===== src/pkg/bcpc_pkg.sv =====
// shared constants, register map and carrier types of the motor commutation block
package bcpc_pkg;
  // timebase figures
  localparam int unsigned CLK_HZ = 200_000_000;
  localparam int unsigned PWM_FREQ_HZ = 12_475;
  localparam int unsigned PWM_PERIOD_CYC = CLK_HZ / PWM_FREQ_HZ;
  localparam int unsigned TACHO_WIDTH_US = 10;
  localparam int unsigned TACHO_WIDTH_CYC = TACHO_WIDTH_US * (CLK_HZ / 1_000_000);

  // sawtooth code range, 12-bit levels
  localparam int unsigned SAW_W = 12;
  localparam logic [11:0] SAW_LOW_RST = 12'h0155;
  localparam logic [11:0] SAW_HIGH_RST = 12'h0d55;
  localparam logic [11:0] SPEED_RST = 12'h0000;
  localparam int unsigned SAW_SPAN_RST = 32'(SAW_HIGH_RST) - 32'(SAW_LOW_RST);

  // register byte offsets
  localparam logic [7:0] OFS_CTRL = 8'h00;
  localparam logic [7:0] OFS_SPEED = 8'h04;
  localparam logic [7:0] OFS_SAW_LOW = 8'h08;
  localparam logic [7:0] OFS_SAW_HIGH = 8'h0c;
  localparam logic [7:0] OFS_TACHO_W = 8'h10;
  localparam logic [7:0] OFS_STATUS = 8'h14;
  localparam logic [7:0] OFS_IRQ_STAT = 8'h18;
  localparam logic [7:0] OFS_IRQ_MASK = 8'h1c;

  // field positions
  localparam int unsigned CTRL_EN_BIT = 0;
  localparam int unsigned ST_DIR_BIT = 3;
  localparam int unsigned ST_OC_BIT = 4;
  localparam int unsigned ST_UV_BIT = 5;
  localparam int unsigned ST_TACHO_BIT = 6;
  localparam int unsigned ST_PWM_BIT = 7;
  localparam int unsigned IRQ_W = 3;
  localparam int unsigned IRQ_OC_BIT = 0;
  localparam int unsigned IRQ_UV_BIT = 1;
  localparam int unsigned IRQ_TACHO_BIT = 2;
  localparam logic CTRL_EN_RST = 1'b0;
  localparam logic [2:0] IRQ_MASK_RST = 3'h0;

  // synchronised pin group; hall is {u,v,w}
  typedef struct packed {
    logic [2:0] hall;
    logic dir;
    logic oc;
    logic uvlo;
  } bcpc_pins_t;

  // gate drive group; index 2 is phase u, 0 is phase w
  typedef struct packed {
    logic [2:0] hs;
    logic [2:0] ls;
  } bcpc_gates_t;

  typedef enum logic [1:0] {
    OC_RUN = 2'b01,
    OC_BLANK = 2'b10
  } bcpc_oc_state_t;
endpackage : bcpc_pkg


===== src/design/bcpc_top.sv =====
// three-phase commutation, pwm chopping, over-current blanking, tacho one-shot and apb registers
// Operation
// direction high: six hall codes select arm pairs
// direction low: reversed six-code arm pair table
// hall all-low or all-high: every gate off
// pwm from speed command against sawtooth
// below low level 0%, above high 100%
// chop only the active low-side arm
// over-current turns off all low-side gates
// retry low-side enable once per period
// oscillator visible on monitor output
// tacho one-shot on synthesized hall rise
// retrigger keeps tacho output high gaplessly
// three tacho pulses per electrical revolution
// undervoltage: all gates and charge pump off
// host changes direction only at low speed
// blanking flag clears per period unless still over
// never both arms of one phase
`timescale 1ns/1ps
module bcpc_top #(
  parameter int unsigned PWM_PERIOD_CYC = bcpc_pkg::PWM_PERIOD_CYC,
  parameter int unsigned TACHO_W = 16
) (
  input wire logic i_clk_sys,
  input wire logic i_nrst,
  input wire logic [2:0] i_hall,
  input wire logic i_direction_select,
  input wire logic i_current_sense_input,
  input wire logic i_supply_undervoltage_lockout,
  input wire logic i_psel,
  input wire logic i_penable,
  input wire logic i_pwrite,
  input wire logic [7:0] i_paddr,
  input wire logic [31:0] i_pwdata,
  output logic [31:0] o_prdata,
  output logic o_pready,
  output logic o_pslverr,
  output logic [2:0] o_high_side_gate,
  output logic [2:0] o_low_side_gate,
  output logic o_tacho_pulse_out,
  output logic o_oscillator_monitor,
  output logic o_charge_pump_enable,
  output logic o_irq
);
  localparam int unsigned STEP_CYC = PWM_PERIOD_CYC / bcpc_pkg::SAW_SPAN_RST;

  initial
  begin
    if (STEP_CYC < 1 || STEP_CYC > 65535 || TACHO_W < 12 || TACHO_W > 32)
      $error("bcpc_top: unsupported parameter values");
  end

  bcpc_pkg::bcpc_pins_t pins_meta_r, pins_s_r;
  logic ctrl_en_r, ctrl_en_nxt;
  logic [11:0] speed_r, speed_nxt, saw_low_r, saw_low_nxt, saw_high_r, saw_high_nxt;
  logic [TACHO_W-1:0] tacho_w_r, tacho_w_nxt, tacho_cnt_r, tacho_cnt_nxt;
  logic [2:0] irq_mask_r, irq_mask_nxt, irq_stat_r, irq_stat_nxt, irq_evt;
  logic [31:0] prdata_r, prdata_nxt;
  logic pready_r, pready_nxt, pslverr_r, pslverr_nxt, wr_en;
  logic [15:0] step_r, step_nxt;
  logic [11:0] saw_r, saw_nxt;
  logic [12:0] saw_mid;
  logic period_start, osc_r, osc_nxt, pwm_r, pwm_nxt;
  bcpc_pkg::bcpc_oc_state_t oc_st_r, oc_st_nxt;
  logic synth_r, synth_nxt, hall_rise, uv_prev_r;
  logic tacho_r, tacho_nxt, cp_en_r, cp_en_nxt, irq_r, irq_nxt;
  bcpc_pkg::bcpc_gates_t gates_r, gates_nxt, comm;

  // two-stage synchroniser for every pin input; the first stage feeds only the second
  always_ff @(posedge i_clk_sys)
  begin
    if (!i_nrst)
    begin
      pins_meta_r <= '0;
      pins_s_r <= '0;
    end
    else
    begin
      pins_meta_r <= {i_hall, i_direction_select, i_current_sense_input, i_supply_undervoltage_lockout};
      pins_s_r <= pins_meta_r;
    end
  end

  // apb decode; zero-wait answer prepared in the setup cycle, unmapped offsets raise pslverr
  always_comb
  begin
    wr_en = i_psel & i_penable & pready_r & i_pwrite;
    pready_nxt = i_psel & ~i_penable;
    prdata_nxt = 32'h0000_0000;
    pslverr_nxt = 1'b0;
    ctrl_en_nxt = ctrl_en_r;
    speed_nxt = speed_r;
    saw_low_nxt = saw_low_r;
    saw_high_nxt = saw_high_r;
    tacho_w_nxt = tacho_w_r;
    irq_mask_nxt = irq_mask_r;
    case (i_paddr)
      bcpc_pkg::OFS_CTRL: prdata_nxt[bcpc_pkg::CTRL_EN_BIT] = ctrl_en_r;
      bcpc_pkg::OFS_SPEED: prdata_nxt[11:0] = speed_r;
      bcpc_pkg::OFS_SAW_LOW: prdata_nxt[11:0] = saw_low_r;
      bcpc_pkg::OFS_SAW_HIGH: prdata_nxt[11:0] = saw_high_r;
      bcpc_pkg::OFS_TACHO_W: prdata_nxt[TACHO_W-1:0] = tacho_w_r;
      bcpc_pkg::OFS_STATUS: prdata_nxt[7:0] = {pwm_r, tacho_r, pins_s_r.uvlo, oc_st_r == bcpc_pkg::OC_BLANK,
                                               pins_s_r.dir, pins_s_r.hall};
      bcpc_pkg::OFS_IRQ_STAT: prdata_nxt[2:0] = irq_stat_r;
      bcpc_pkg::OFS_IRQ_MASK: prdata_nxt[2:0] = irq_mask_r;
      default: pslverr_nxt = pready_nxt;
    endcase
    if (wr_en)
    begin
      case (i_paddr)
        bcpc_pkg::OFS_CTRL: ctrl_en_nxt = i_pwdata[bcpc_pkg::CTRL_EN_BIT];
        bcpc_pkg::OFS_SPEED: speed_nxt = i_pwdata[11:0];
        bcpc_pkg::OFS_SAW_LOW: saw_low_nxt = i_pwdata[11:0];
        bcpc_pkg::OFS_SAW_HIGH: saw_high_nxt = i_pwdata[11:0];
        bcpc_pkg::OFS_TACHO_W: tacho_w_nxt = i_pwdata[TACHO_W-1:0];
        bcpc_pkg::OFS_IRQ_MASK: irq_mask_nxt = i_pwdata[2:0];
        default: ctrl_en_nxt = ctrl_en_r;
      endcase
    end
  end

  // register file and bus answer flops
  always_ff @(posedge i_clk_sys)
  begin
    if (!i_nrst)
    begin
      ctrl_en_r <= bcpc_pkg::CTRL_EN_RST;
      speed_r <= bcpc_pkg::SPEED_RST;
      saw_low_r <= bcpc_pkg::SAW_LOW_RST;
      saw_high_r <= bcpc_pkg::SAW_HIGH_RST;
      tacho_w_r <= TACHO_W'(bcpc_pkg::TACHO_WIDTH_CYC);
      irq_mask_r <= bcpc_pkg::IRQ_MASK_RST;
      prdata_r <= 32'h0000_0000;
      pready_r <= 1'b0;
      pslverr_r <= 1'b0;
    end
    else
    begin
      ctrl_en_r <= ctrl_en_nxt;
      speed_r <= speed_nxt;
      saw_low_r <= saw_low_nxt;
      saw_high_r <= saw_high_nxt;
      tacho_w_r <= tacho_w_nxt;
      irq_mask_r <= irq_mask_nxt;
      prdata_r <= prdata_nxt;
      pready_r <= pready_nxt;
      pslverr_r <= pslverr_nxt;
    end
  end

  // sawtooth timebase: period follows the programmed span plus one level, times the fixed step
  always_comb
  begin
    period_start = 1'b0;
    step_nxt = step_r + 16'h0001;
    saw_nxt = saw_r;
    saw_mid = ({1'b0, saw_low_r} + {1'b0, saw_high_r}) >> 1;
    if (step_r >= 16'(STEP_CYC - 1))
    begin
      step_nxt = 16'h0000;
      if (saw_r >= saw_high_r)
      begin
        saw_nxt = saw_low_r;
        period_start = 1'b1;
      end
      else
        saw_nxt = saw_r + 12'h001;
    end
    osc_nxt = {1'b0, saw_r} < saw_mid;
    if (speed_r > saw_high_r)
      pwm_nxt = 1'b1;
    else if (speed_r < saw_low_r)
      pwm_nxt = 1'b0;
    else
      pwm_nxt = speed_r > saw_r;
  end

  always_ff @(posedge i_clk_sys)
  begin
    if (!i_nrst)
    begin
      step_r <= 16'h0000;
      saw_r <= bcpc_pkg::SAW_LOW_RST;
      osc_r <= 1'b0;
      pwm_r <= 1'b0;
    end
    else
    begin
      step_r <= step_nxt;
      saw_r <= saw_nxt;
      osc_r <= osc_nxt;
      pwm_r <= pwm_nxt;
    end
  end

  // over-current blanking; a still-high comparator keeps the flag across the period start
  always_comb
  begin
    case (oc_st_r)
      bcpc_pkg::OC_RUN: oc_st_nxt = pins_s_r.oc ? bcpc_pkg::OC_BLANK : bcpc_pkg::OC_RUN;
      bcpc_pkg::OC_BLANK: oc_st_nxt = (period_start && !pins_s_r.oc) ? bcpc_pkg::OC_RUN
                                                                        : bcpc_pkg::OC_BLANK;
      default: oc_st_nxt = bcpc_pkg::OC_BLANK;
    endcase
  end

  always_ff @(posedge i_clk_sys)
  begin
    if (!i_nrst)
      oc_st_r <= bcpc_pkg::OC_RUN;
    else
      oc_st_r <= oc_st_nxt;
  end

  // tacho: parity of the hall code flips at every commutation step, so it rises three times per turn
  always_comb
  begin
    synth_nxt = ^pins_s_r.hall;
    hall_rise = synth_nxt & ~synth_r;
    tacho_cnt_nxt = tacho_cnt_r;
    if (hall_rise)
      tacho_cnt_nxt = tacho_w_r;
    else if (tacho_cnt_r != '0)
      tacho_cnt_nxt = tacho_cnt_r - TACHO_W'(1);
    tacho_nxt = tacho_cnt_nxt != '0;
  end

  always_ff @(posedge i_clk_sys)
  begin
    if (!i_nrst)
    begin
      synth_r <= 1'b0;
      tacho_cnt_r <= '0;
      tacho_r <= 1'b0;
    end
    else
    begin
      synth_r <= synth_nxt;
      tacho_cnt_r <= tacho_cnt_nxt;
      tacho_r <= tacho_nxt;
    end
  end

  // commutation table; each entry picks one high arm and one low arm of different phases
  function automatic bcpc_pkg::bcpc_gates_t bcpc_commutate(input logic dir, input logic [2:0] h);
    bcpc_pkg::bcpc_gates_t g;
    g = '0;
    case ({dir, h})
      4'b1101: g = '{hs: 3'b010, ls: 3'b100};
      4'b1100: g = '{hs: 3'b001, ls: 3'b100};
      4'b1110: g = '{hs: 3'b001, ls: 3'b010};
      4'b1010: g = '{hs: 3'b100, ls: 3'b010};
      4'b1011: g = '{hs: 3'b100, ls: 3'b001};
      4'b1001: g = '{hs: 3'b010, ls: 3'b001};
      4'b0110: g = '{hs: 3'b010, ls: 3'b001};
      4'b0100: g = '{hs: 3'b100, ls: 3'b001};
      4'b0101: g = '{hs: 3'b100, ls: 3'b010};
      4'b0001: g = '{hs: 3'b001, ls: 3'b010};
      4'b0011: g = '{hs: 3'b001, ls: 3'b100};
      4'b0010: g = '{hs: 3'b010, ls: 3'b100};
      default: g = '0;
    endcase
    return g;
  endfunction : bcpc_commutate

  // gate drive, charge pump, interrupts; direction is taken live, so reversal at speed is the host's care
  always_comb
  begin
    comm = bcpc_commutate(pins_s_r.dir, pins_s_r.hall);
    gates_nxt = comm;
    gates_nxt.ls = comm.ls & {3{pwm_r}};
    if (oc_st_nxt == bcpc_pkg::OC_BLANK)
      gates_nxt.ls = 3'h0;
    if (!ctrl_en_r || pins_s_r.uvlo)
      gates_nxt = '0;
    gates_nxt.ls = gates_nxt.ls & ~gates_nxt.hs;
    cp_en_nxt = ~pins_s_r.uvlo;
    irq_evt = '0;
    irq_evt[bcpc_pkg::IRQ_OC_BIT] = (oc_st_r == bcpc_pkg::OC_RUN) && (oc_st_nxt == bcpc_pkg::OC_BLANK);
    irq_evt[bcpc_pkg::IRQ_UV_BIT] = pins_s_r.uvlo & ~uv_prev_r;
    irq_evt[bcpc_pkg::IRQ_TACHO_BIT] = hall_rise;
    // set beats a write-one clear landing in the same cycle
    irq_stat_nxt = irq_stat_r;
    if (wr_en && i_paddr == bcpc_pkg::OFS_IRQ_STAT)
      irq_stat_nxt = irq_stat_r & ~i_pwdata[2:0];
    irq_stat_nxt = irq_stat_nxt | irq_evt;
    irq_nxt = |(irq_stat_nxt & irq_mask_nxt);
  end

  always_ff @(posedge i_clk_sys)
  begin
    if (!i_nrst)
    begin
      gates_r <= '0;
      cp_en_r <= 1'b0;
      uv_prev_r <= 1'b0;
      irq_stat_r <= 3'h0;
      irq_r <= 1'b0;
    end
    else
    begin
      gates_r <= gates_nxt;
      cp_en_r <= cp_en_nxt;
      uv_prev_r <= pins_s_r.uvlo;
      irq_stat_r <= irq_stat_nxt;
      irq_r <= irq_nxt;
    end
  end

  assign o_prdata = prdata_r;
  assign o_pready = pready_r;
  assign o_pslverr = pslverr_r;
  assign o_high_side_gate = gates_r.hs;
  assign o_low_side_gate = gates_r.ls;
  assign o_tacho_pulse_out = tacho_r;
  assign o_oscillator_monitor = osc_r;
  assign o_charge_pump_enable = cp_en_r;
  assign o_irq = irq_r;

  logic run_ok;
  assign run_ok = ctrl_en_r && !pins_s_r.uvlo;
endmodule : bcpc_top


===== config.mk =====
export PLATFORM = sky130hd
export DESIGN_NAME = bcpc_top
export DESIGN_NICKNAME = d
export VERILOG_FILES = /design/src/pkg/bcpc_pkg.sv /design/src/design/bcpc_top.sv
export SDC_FILE = /design/constraint.sdc
export NUM_CORES = 1
export LEC_CHECK = 0
export BUFFER_PORTS_ARGS = -buffer_cell sky130_fd_sc_hd__buf_2
export CAP_MARGIN = 25
export CORE_MARGIN = 1.5
export CORE_UTILIZATION = 25
export DETAILED_ROUTE_END_ITERATION = 10
export SLEW_MARGIN = 20
export SYNTH_ARGS = -nofsm -noshare
export SYNTH_HDL_FRONTEND = slang
export SYNTH_SLANG_ARGS = --single-unit

===== constraint.sdc =====
create_clock -name i_clk_sys -period 5.1 [get_ports i_clk_sys]
set_input_delay 0.51 -clock i_clk_sys [delete_from_list [all_inputs] [get_ports i_clk_sys]]
set_output_delay 0.51 -clock i_clk_sys [all_outputs]
set_load 0.03 [all_outputs]

==> results of run 1 <==
## flip-flops by register name, indices dropped and copies added (netlist names), 12 cells and up
name / count
saw_r: 12
o_prdata: 16
tacho_cnt_r: 16
saw_high_r: 12
step_r: 16
saw_low_r: 12
tacho_w_r: 16
speed_r: 12
## cells by family after synthesis
family	share of synthesized area [%]
simple gates	23.05
compound gates	16.23
flops	37.41
buf+inv	5.648
fa+ha+maj	11.78
mux	3.431
xor+xnor	2.414
other cells	0.04550
## placed cells by master (no fill, tap or decap), types with 4 or more instances in the layout
cell / instances
a211oi_1: 9
a21o_1: 14
a21oi_1: 76
a222oi_1: 4
a31oi_1: 6
and2_1: 23
and3_1: 11
and4_1: 4
buf_2: 62
buf_4: 6
clkbuf_16: 17
conb_1: 29
dfxtp_1: 154
ha_1: 76
inv_1: 46
mux2i_1: 26
nand2_1: 141
nand2b_1: 7
nand3_1: 31
nand3b_1: 6
nand4_1: 14
nor2_1: 67
nor2b_1: 6
nor3_1: 24
nor4_1: 13
o211ai_1: 13
o21a_1: 8
o21ai_0: 31
o22ai_1: 7
o31ai_1: 7
or4_1: 5
xnor2_1: 9
xor2_1: 11
## stage by stage
step | cells | util [%] | area (um2)
floorplan | 1001 | - | 8347
global placement | 1452 | 27.60 | 8959
detailed placement | 1454 | 27.66 | 8977
CTS | 1485 | 29.47 | 9564
global route | 1487 | 29.49 | 9569
finish | 1487 | 29.49 | 9569
## metal layers
| layer | part of all wire, % | up-vias | GRT usage (%) |
|---|---|---|---|
| met5 | 0.045 | - | 0 |
| met4 | 2.0 | 2 | 5.049 |
| met3 | 4.2 | 35 | 2.687 |
| met2 | 48 | 170 | 22.29 |
| met1 | 46 | 3304 | 16.94 |
| li1 | - | 3549 | - |
## how the worst max path moves through the flow
stage | start | slack, ns | to | depth (start not counted)
floorplan | saw_low_r[0] | 1.73 | o_oscillator_monitor | 13
global placement | saw_low_r[0] | 1.45 | o_oscillator_monitor | 13
detailed placement | saw_low_r[0] | 1.40 | o_oscillator_monitor | 13
CTS | saw_low_r[0] | 1.38 | o_oscillator_monitor | 13
global route | saw_low_r[0] | 1.22 | o_oscillator_monitor | 13
finish | saw_low_r[0] | 1.41 | o_oscillator_monitor | 13
## cell usage after synthesis (14+ instances only)
cell	n
nand4_1	14
nand3_1	31
buf_4	17
and2_1	23
a21o_1	14
nor2_1	67
nand2_1	141
a21oi_1	76
nor3_1	24
inv_1	47
clkbuf_1	33
ha_1	76
mux2i_1	26
dfxtp_1	154
o21ai_0	31
## power by group
group | switching [mW] | internal (mW)
sequential | 0.0751 | 1.27
clock | 0.510 | 0.760
combinational | 0.351 | 0.242
## layout make-up
cell class / count / share of cell area (%)
Multi-Input combinational cell: 742 / 50.14
Sequential cell: 154 / 32.22
Tap cell: 442 / 5.779
Clock buffer: 22 / 4.956
Timing Repair Buffer: 69 / 3.831
Inverter: 47 / 1.844
Clock inverter: 9 / 1.177
Antenna cell: 2 / 0.05230
==> flow_summary.json, run 1 <==
{
  "power_mw": 3.213,
  "gr-total-overflow": 0,
  "yosysTopAreaCellShare_pct": 37.41,
  "io_buffers": 62,
  "synth_top_area_cell": "dfxtp_1",
  "worstPathRequired_ns": 5.45,
  "path_max_fanout": 6,
  "slew_violations": 0,
  "async_flop_share_pct": 0,
  "start_util_pct": 25.40,
  "path_cells": "and2_1 -> fa_1 -> a21o_1 -> a21oi_1 -> nor2b_1 -> o21a_1 -> o41a_1 -> a311o_1 -> o31ai_1 -> ha_1 -> and3_1 -> a2111o_1 -> a31oi_1",
  "fin_hold_ws_ns": 0.2764,
  "die_width_um": 184.6,
  "rrSetupSlack_ns": 1.41,
  "dp_slack_ns": 1.399,
  "cts_setup_buffers": 0,
  "regArea_mm2": 0.003083,
  "ys_ff_latch": 154,
  "antenna_found_initial": 4,
  "synth_area_leaders": "dfxtp_1 37%, ha_1 12%, nand2_1 6.4%",
  "vdd_ir_drop_max_mv": 0.2299,
  "rr_endpoint": "o_oscillator_monitor",
  "rr_worst_depth": 13,
  "slew_headroom_pct": 37.71,
  "rr_startpoint": "saw_low_r[0]",
  "postRouteAntennaNets": 0,
  "path_delay_family": "compound AO/OA/AOI/OAI gates",
  "routed_wirelength_mm": 22.12,
  "clk_latency_ns": 0.43,
  "routed_via_density": 4.748,
  "routedWlPerCell_um": 14.88,
  "tns_ns": 0,
  "numCtsBuffers": 17,
  "tightestPinTransition_ns": 0.9343,
  "fillers": 3462,
  "layout-drive-gt1-share_pct": 11.79,
  "skew_ns": 0.008854,
  "hold_depth": 2,
  "vias": 7060,
  "syn-cell-area_mm2": 0.008242,
  "rsz0062_at_grt": "no",
  "grt_pass1_wl_mm": 35.86,
  "holdCritStartpoint": "i_penable",
  "nNetsFinal": 1159,
  "cts_sinks": 154,
  "p_per_area_mw_per_mm2": 335.7,
  "cellLeakagePower_nw": 4.050,
  "slowest_stage": "a311o_1",
  "setup_ws_ns": 1.406,
  "die_area_mm2": 0.03406,
  "grtUsageTotal_pct": 13.38,
  "grt_pass1_vias": 6880,
  "drt_drc_violations_left": 0,
  "cts.path.max_buffers": 2,
  "min_period_ns": 3.694,
  "postCtsHoldBufs": 0,
  "gp_congestion": 0.8644,
  "crit_type": "reg2reg",
  "yosysSeqAreaShare_pct": 37.41,
  "synth_cells": 973,
  "hold_path.class": "in2reg",
  "synth_edf_count": 0,
  "postSynthAreaPerCell_um2": 8.470,
  "fp.dieH_um": 184.6,
  "cts_resized": 0,
  "post-dp-hpwl_mm": 16.56,
  "drtPass1Iterations": 5,
  "clkTransAtPathRegs_ns": 0.06,
  "status": "finished, final reports clean",
  "area_growth_pct": 16.11,
  "num_rows": 66,
  "synthFlopType": "dfxtp_1",
  "cp-start-kind": "flip-flop",
  "multi_input_area_mm2": 0.004798,
  "drt_first_iter_violations": 443,
  "cts_tree": "done",
  "htreeDepth": 4,
  "worstPathArrival_ns": 4.04,
  "fmax_mhz": 270.7,
  "core_area_mm2": 0.03245,
  "finalCritPeriodShare_pct": 72.43,
  "drv_cap": 0,
  "synth_warnings": 0,
  "grt_max_degree": 63,
  "ys_types": 74,
  "end_kind": "flip-flop",
  "hold_violations": 0,
  "cpPeakStageDelay_ns": 0.41,
  "whs_endpoint": "o_pready",
  "setup_viol": 0,
  "cp.buffers_inverters": 0,
  "clockRootBuffer": "clkbuf_16",
  "num_io_pins": 95
}
Power figures use the tool's default switching activity.
==> run 2, diff against run 1 <==
ABC_AREA = 1   (was unset)
clock period = 3.6 ns   (was 5.1 ns; I/O delays follow)
==> run 2 against run 1 <==
- cell area increased by 0.55%
- sequential share of layout area decreased by 0.18 points
- cell count increased by 11%
- critical path depth unchanged
- synthesized cell count increased by 15%
- routed wire length decreased by 1.5%
- sequential cell count unchanged
- critical path type unchanged
==> flow_summary.json, run 2 <==
{
  "postRouteAntennaNets": 0,
  "cts_sinks": 154,
  "clockRootBuffer": "clkbuf_16",
  "area_growth_pct": 16.15,
  "die_width_um": 185.0,
  "async_flop_share_pct": 0,
  "routedWlPerCell_um": 13.21,
  "ys_ff_latch": 154,
  "hold_path.class": "in2reg",
  "worstPathArrival_ns": 3.06,
  "synth_cells": 1121,
  "fp.dieH_um": 185.0,
  "yosysSeqAreaShare_pct": 37.21,
  "setup_viol": 0,
  "vias": 7357,
  "cts_setup_buffers": 0,
  "min_period_ns": 2.701,
  "drt_first_iter_violations": 477,
  "post-dp-hpwl_mm": 17.00,
  "cts.path.max_buffers": 2,
  "skew_ns": 0.008155,
  "htreeDepth": 4,
  "postCtsHoldBufs": 0,
  "netlist_top_cells_count": "234 x nand2_1, 154 x dfxtp_1, 136 x inv_1",
  "fmax_mhz": 370.2,
  "cts_tree": "done",
  "io_buffers": 62,
  "hold_depth": 3,
  "vdd_ir_drop_max_mv": 0.2856,
  "postSynthAreaPerCell_um2": 7.390,
  "cellLeakagePower_nw": 4.512,
  "clk_latency_ns": 0.43,
  "grt_pass1_vias": 6960,
  "synth_edf_count": 0,
  "drv_cap": 0,
  "routed_wirelength_mm": 21.78,
  "rr_startpoint": "saw_high_r[0]",
  "nNetsFinal": 1321,
  "end_kind": "flip-flop",
  "slew_headroom_pct": 53.55,
  "rsz0062_at_grt": "no",
  "layout-drive-gt1-share_pct": 9.867,
  "synth_top_area_cell": "dfxtp_1",
  "start_util_pct": 25.46,
  "synthFlopType": "dfxtp_1",
  "antenna_found_initial": 0,
  "routed_via_density": 4.461,
  "path_max_fanout": 5,
  "core_area_mm2": 0.03254,
  "gr-total-overflow": 0,
  "drtPass1Iterations": 5,
  "holdCritStartpoint": "i_direction_select",
  "finalCritPeriodShare_pct": 75.03,
  "synth_warnings": 0,
  "hold_violations": 0,
  "cts_resized": 0,
  "worstPathRequired_ns": 3.95,
  "grtUsageTotal_pct": 13.31,
  "slew_violations": 0,
  "die_area_mm2": 0.03424,
  "rrSetupSlack_ns": 0.90,
  "p_per_area_mw_per_mm2": 489.2,
  "tns_ns": 0,
  "numCtsBuffers": 17,
  "num_rows": 66,
  "mostFrequentLayoutCells": "234 x nand2_1, 154 x dfxtp_1, 136 x inv_1",
  "grt_pass1_wl_mm": 35.46,
  "crit_type": "reg2reg",
  "cp-start-kind": "flip-flop",
  "drt_drc_violations_left": 0,
  "yosysTopAreaCellShare_pct": 37.21,
  "synth_area_leaders": "dfxtp_1 37%, ha_1 11%, nand2_1 11%",
  "syn-cell-area_mm2": 0.008284,
  "ys_types": 44,
  "gp_congestion": 0.8403,
  "grt_max_degree": 60,
  "tightestPinTransition_ns": 0.6895,
  "rr_worst_depth": 13,
  "num_io_pins": 95,
  "power_mw": 4.707,
  "clkTransAtPathRegs_ns": 0.07,
  "layout_commonest_cell": "nand2_1",
  "synth.most_common_cell": "nand2_1",
  "status": "finished, final reports clean",
  "cp-startpoint": "saw_high_r[0]"
}
-- run 2: cell count changes after synthesis, moves of 22 or more --
| cell | delta |
|---|---|
| nand2_1 | +93 |
| o21ai_0 | +43 |
| inv_1 | +89 |
| a21oi_1 | +22 |
| and2_1 | -23 |
| mux2i_1 | -26 |
| nor2_1 | +46 |
-- run 2: stage by stage --
| step | std cells | setup slack [ns] | utilization (%) | instance area, um2 | hold WS, ns |
|---|---|---|---|---|---|
| after floorplan | 1149 | 1.276 | - | 8389 | 0.3905 |
| after global placement | 1616 | 0.9265 | 27.79 | 9042 | 0.4014 |
| after detailed placement | 1616 | 0.8931 | 27.79 | 9042 | 0.4008 |
| after CTS | 1648 | 0.8921 | 29.56 | 9619 | 0.09483 |
| after global routing | 1648 | 0.6643 | 29.56 | 9619 | 0.09637 |
| final | 1649 | 0.8988 | 29.57 | 9622 | 0.1092 |
-- run 2: path summary, 6_finish.rpt --
check	endpoint
worst max-delay path	o_oscillator_monitor
worst min-delay path	pins_meta_r[2]
worst max register to register	o_oscillator_monitor
worst min register to register	pins_s_r[1]
-- run 2: logic make-up (layout without fill, tap and decap cells) --
family	Yosys count	in the layout	synth area share, %
compound gates	236	236	16.18
fa+ha+maj	77	77	11.72
simple gates	443	443	22.85
flops	154	154	37.21
other cells	1	30	0.04527
xor+xnor	23	23	2.432
buf+inv	187	244	9.560
-- run 2: worst max-delay path, cell delays in order (launching register included) --
cell and delay [ns]:
dfxtp_1 0.36, nand2_1 0.11, inv_1 0.06, fa_1 0.40
nand3_1 0.10, nand3_1 0.14, a21oi_1 0.27, o21ai_0 0.19
a21o_1 0.19, a21oi_1 0.13, ha_1 0.27, a21oi_1 0.14
o221ai_1 0.12, nor3_1 0.16
-- run 2: area by class of cell --
cell class	instances	area (um2)
fillers	3549	22910
inverters	145	544.3
flip-flops and latches	154	3083
well taps	442	553.0
multi-input cells	808	4514
clock inverters	14	147.6
repair buffers	67	347.8
clock buffers	18	429.2
diodes	1	2.502
-- run 2: per-layer routing --
layer	wire (um)	vias to the layer above	share of wire, %	GRT usage [%]
met5	0	-	0	0
met1	10680	3313	49	17.45
met3	989	35	4.5	2.831
li1	-	3823	-	-
met2	9587	186	44	21.25
met4	524	0	2.4	5.203
-- run 2: report_power, final --
part | total (mW) | internal [mW] | leakage, nW | switching, mW
logic | 1.03 | 0.355 | 2.97 | 0.675
registers | 1.89 | 1.81 | 1.26 | 0.0823
clock network | 1.79 | 0.982 | 0.287 | 0.805
total | 4.71 | 3.14 | 4.51 | 1.56
==> run 3, diff against run 2 <==
clock period = 2.3 ns   (was 3.6 ns; I/O delays follow)
==> run 3 against run 2 <==
- die area did not move
- core utilization rose by 1.7 points
- cell area rose by 5.7%
- clock skew rose by 0.0074 ns
- largest cell class unchanged
- register-to-register slack got worse by 1.0 ns
- the run now ends with negative setup slack left
- via count rose by 4.4%
- global-route usage rose by 0.84 points
- sequential power rose by 57%
- highest routed layer unchanged
- sequential cell count did not move
==> flow_summary.json, run 3 (synthesis results as in run 2) <==
{
  "drt_first_iter_violations": 564,
  "violations": "negative setup slack",
  "layout_commonest_cell": "nand2_1",
  "gp_congestion": 0.8676,
  "postRouteAntennaNets": 0,
  "cellLeakagePower_nw": 4.811,
  "setup_ws_ns": -0.1110,
  "skew_ns": 0.01556,
  "cts_tree": "done",
  "worstPathArrival_ns": 2.76,
  "hold_path.class": "in2reg",
  "drv_cap": 0,
  "cts_sinks": 154,
  "crit_type": "reg2reg",
  "min_period_ns": 2.411,
  "power_mw": 7.601,
  "io_buffers": 62,
  "die_area_mm2": 0.03424,
  "clkTransAtPathRegs_ns": 0.07,
  "num_rows": 66,
  "grt_pass1_vias": 7334,
  "cts.path.max_buffers": 2,
  "antenna_found_initial": 0,
  "vias": 7684,
  "hold_violations": 0,
  "p_per_area_mw_per_mm2": 747.0,
  "post-dp-hpwl_mm": 18.22,
  "grt_max_degree": 60,
  "comb_power_share_pct": 22.2,
  "worstPathRequired_ns": 2.65,
  "internal_power_mw": 5.140,
  "slew_headroom_pct": 51.92,
  "fillers": 3550,
  "status": "complete, but fails checks",
  "mostFrequentLayoutCells": "231 x nand2_1, 152 x dfxtp_1, 133 x inv_1",
  "vdd_ir_drop_max_mv": 0.5715,
  "clk_latency_ns": 0.43,
  "routedWlPerCell_um": 13.85,
  "die_width_um": 185.0,
  "regArea_mm2": 0.003085,
  "grtUsageTotal_pct": 14.14,
  "setup_viol": 1,
  "cp-startpoint": "saw_high_r[0]",
  "grt_pass1_wl_mm": 37.62,
  "num_io_pins": 95,
  "routed_via_density": 4.509,
  "dp_slack_ns": -0.2784,
  "numCtsBuffers": 17,
  "rsz0062_at_grt": "yes",
  "tightestPinTransition_ns": 0.7186,
  "path_max_fanout": 3,
  "gr-total-overflow": 0,
  "multi_input_area_mm2": 0.004588,
  "start_util_pct": 25.46,
  "slew_violations": 0,
  "layout-drive-gt1-share_pct": 15.06,
  "pwr-share-seq_pct": 38.9,
  "power.share.switching_pct": 32.37,
  "switchingPower_mw": 2.461,
  "drtPass1Iterations": 5,
  "fmax_mhz": 414.8,
  "finalCritPeriodShare_pct": 104.8,
  "end_kind": "flip-flop",
  "fin_hold_ws_ns": 0.007117,
  "rr_startpoint": "saw_high_r[0]",
  "drt_drc_violations_left": 0,
  "htreeDepth": 4,
  "nNetsFinal": 1377,
  "routed_wirelength_mm": 23.59,
  "area_growth_pct": 22.82,
  "holdCritStartpoint": "i_hall[1]",
  "clock_power_share_pct": 38.9,
  "fp.dieH_um": 185.0,
  "tns_ns": -0.1110,
  "clockRootBuffer": "clkbuf_16",
  "core_area_mm2": 0.03254,
  "cp-start-kind": "flip-flop",
  "diodes": 0
}
-- run 3: power groups by stage --
| stage | combinational [mW] | sequential [mW] | clock [mW] |
|---|---|---|---|
| after floorplan | 1.29 | 2.99 | 0 |
| after global placement | 1.63 | 3.01 | 0 |
| after detailed placement | 1.65 | 3.01 | 0 |
| after CTS | 1.68 | 2.96 | 3.00 |
| after global routing | 1.97 | 2.98 | 3.13 |
| final | 1.69 | 2.96 | 2.96 |
-- run 3: timing repair --
item                                    CTS  global route
buffers inserted                          2             4
hold buffers                              5             0
gates cloned                              0             0
endpoints found under the hold margin     5             0
endpoints found under the setup margin    1            12
resized for setup                        19             7
pin swaps                                 9             7
-- run 3: final cells by class --
type	instances	area share, %
Tap cell	442	5.435
Timing Repair Buffer	123	7.686
Sequential cell	154	30.32
Inverter	145	5.386
Multi-Input combinational cell	808	45.09
Clock buffer	20	4.587
Clock inverter	12	1.488
-- run 3: routing by layer --
| metal | up-vias | GRT usage [%] | share of wire (%) |
|---|---|---|---|
| li1 | 3925 | - | - |
| met1 | 3520 | 18.63 | 48 |
| met2 | 209 | 23.25 | 46 |
| met3 | 30 | 2.536 | 4.7 |
| met4 | 0 | 4.650 | 2.0 |
| met5 | - | 0 | 0 |
-- run 3: final timing paths --
path,endpoint,slack [ns],cells after the start
setup reg to reg,o_oscillator_monitor,-0.11,13
hold / removal,pins_meta_r[4],0.007,3
hold reg to reg,pins_s_r[0],0.42,2
setup / recovery,o_oscillator_monitor,-0.11,13
-- run 3: per-stage QoR --
step | cell area, um2 | utilization, % | cells
2_1_floorplan | 8393 | - | 1149
3_3_place_gp | 9384 | 28.84 | 1661
3_5_place_dp | 9384 | 28.84 | 1661
4_1_cts | 10130 | 31.14 | 1700
5_1_grt | 10170 | 31.27 | 1704
6_report | 10170 | 31.27 | 1704
-- run 3: critical path, stage by stage (launching register included) --
cell,delay (ns)
dfxtp_2,0.33
nand2_2,0.08
inv_2,0.04
fa_2,0.34
nand3_2,0.09
nand3_4,0.10
a21oi_4,0.22
o21ai_2,0.11
a21o_1,0.16
a21oi_1,0.14
ha_1,0.28
a21oi_2,0.16
o221ai_1,0.11
nor3_1,0.18
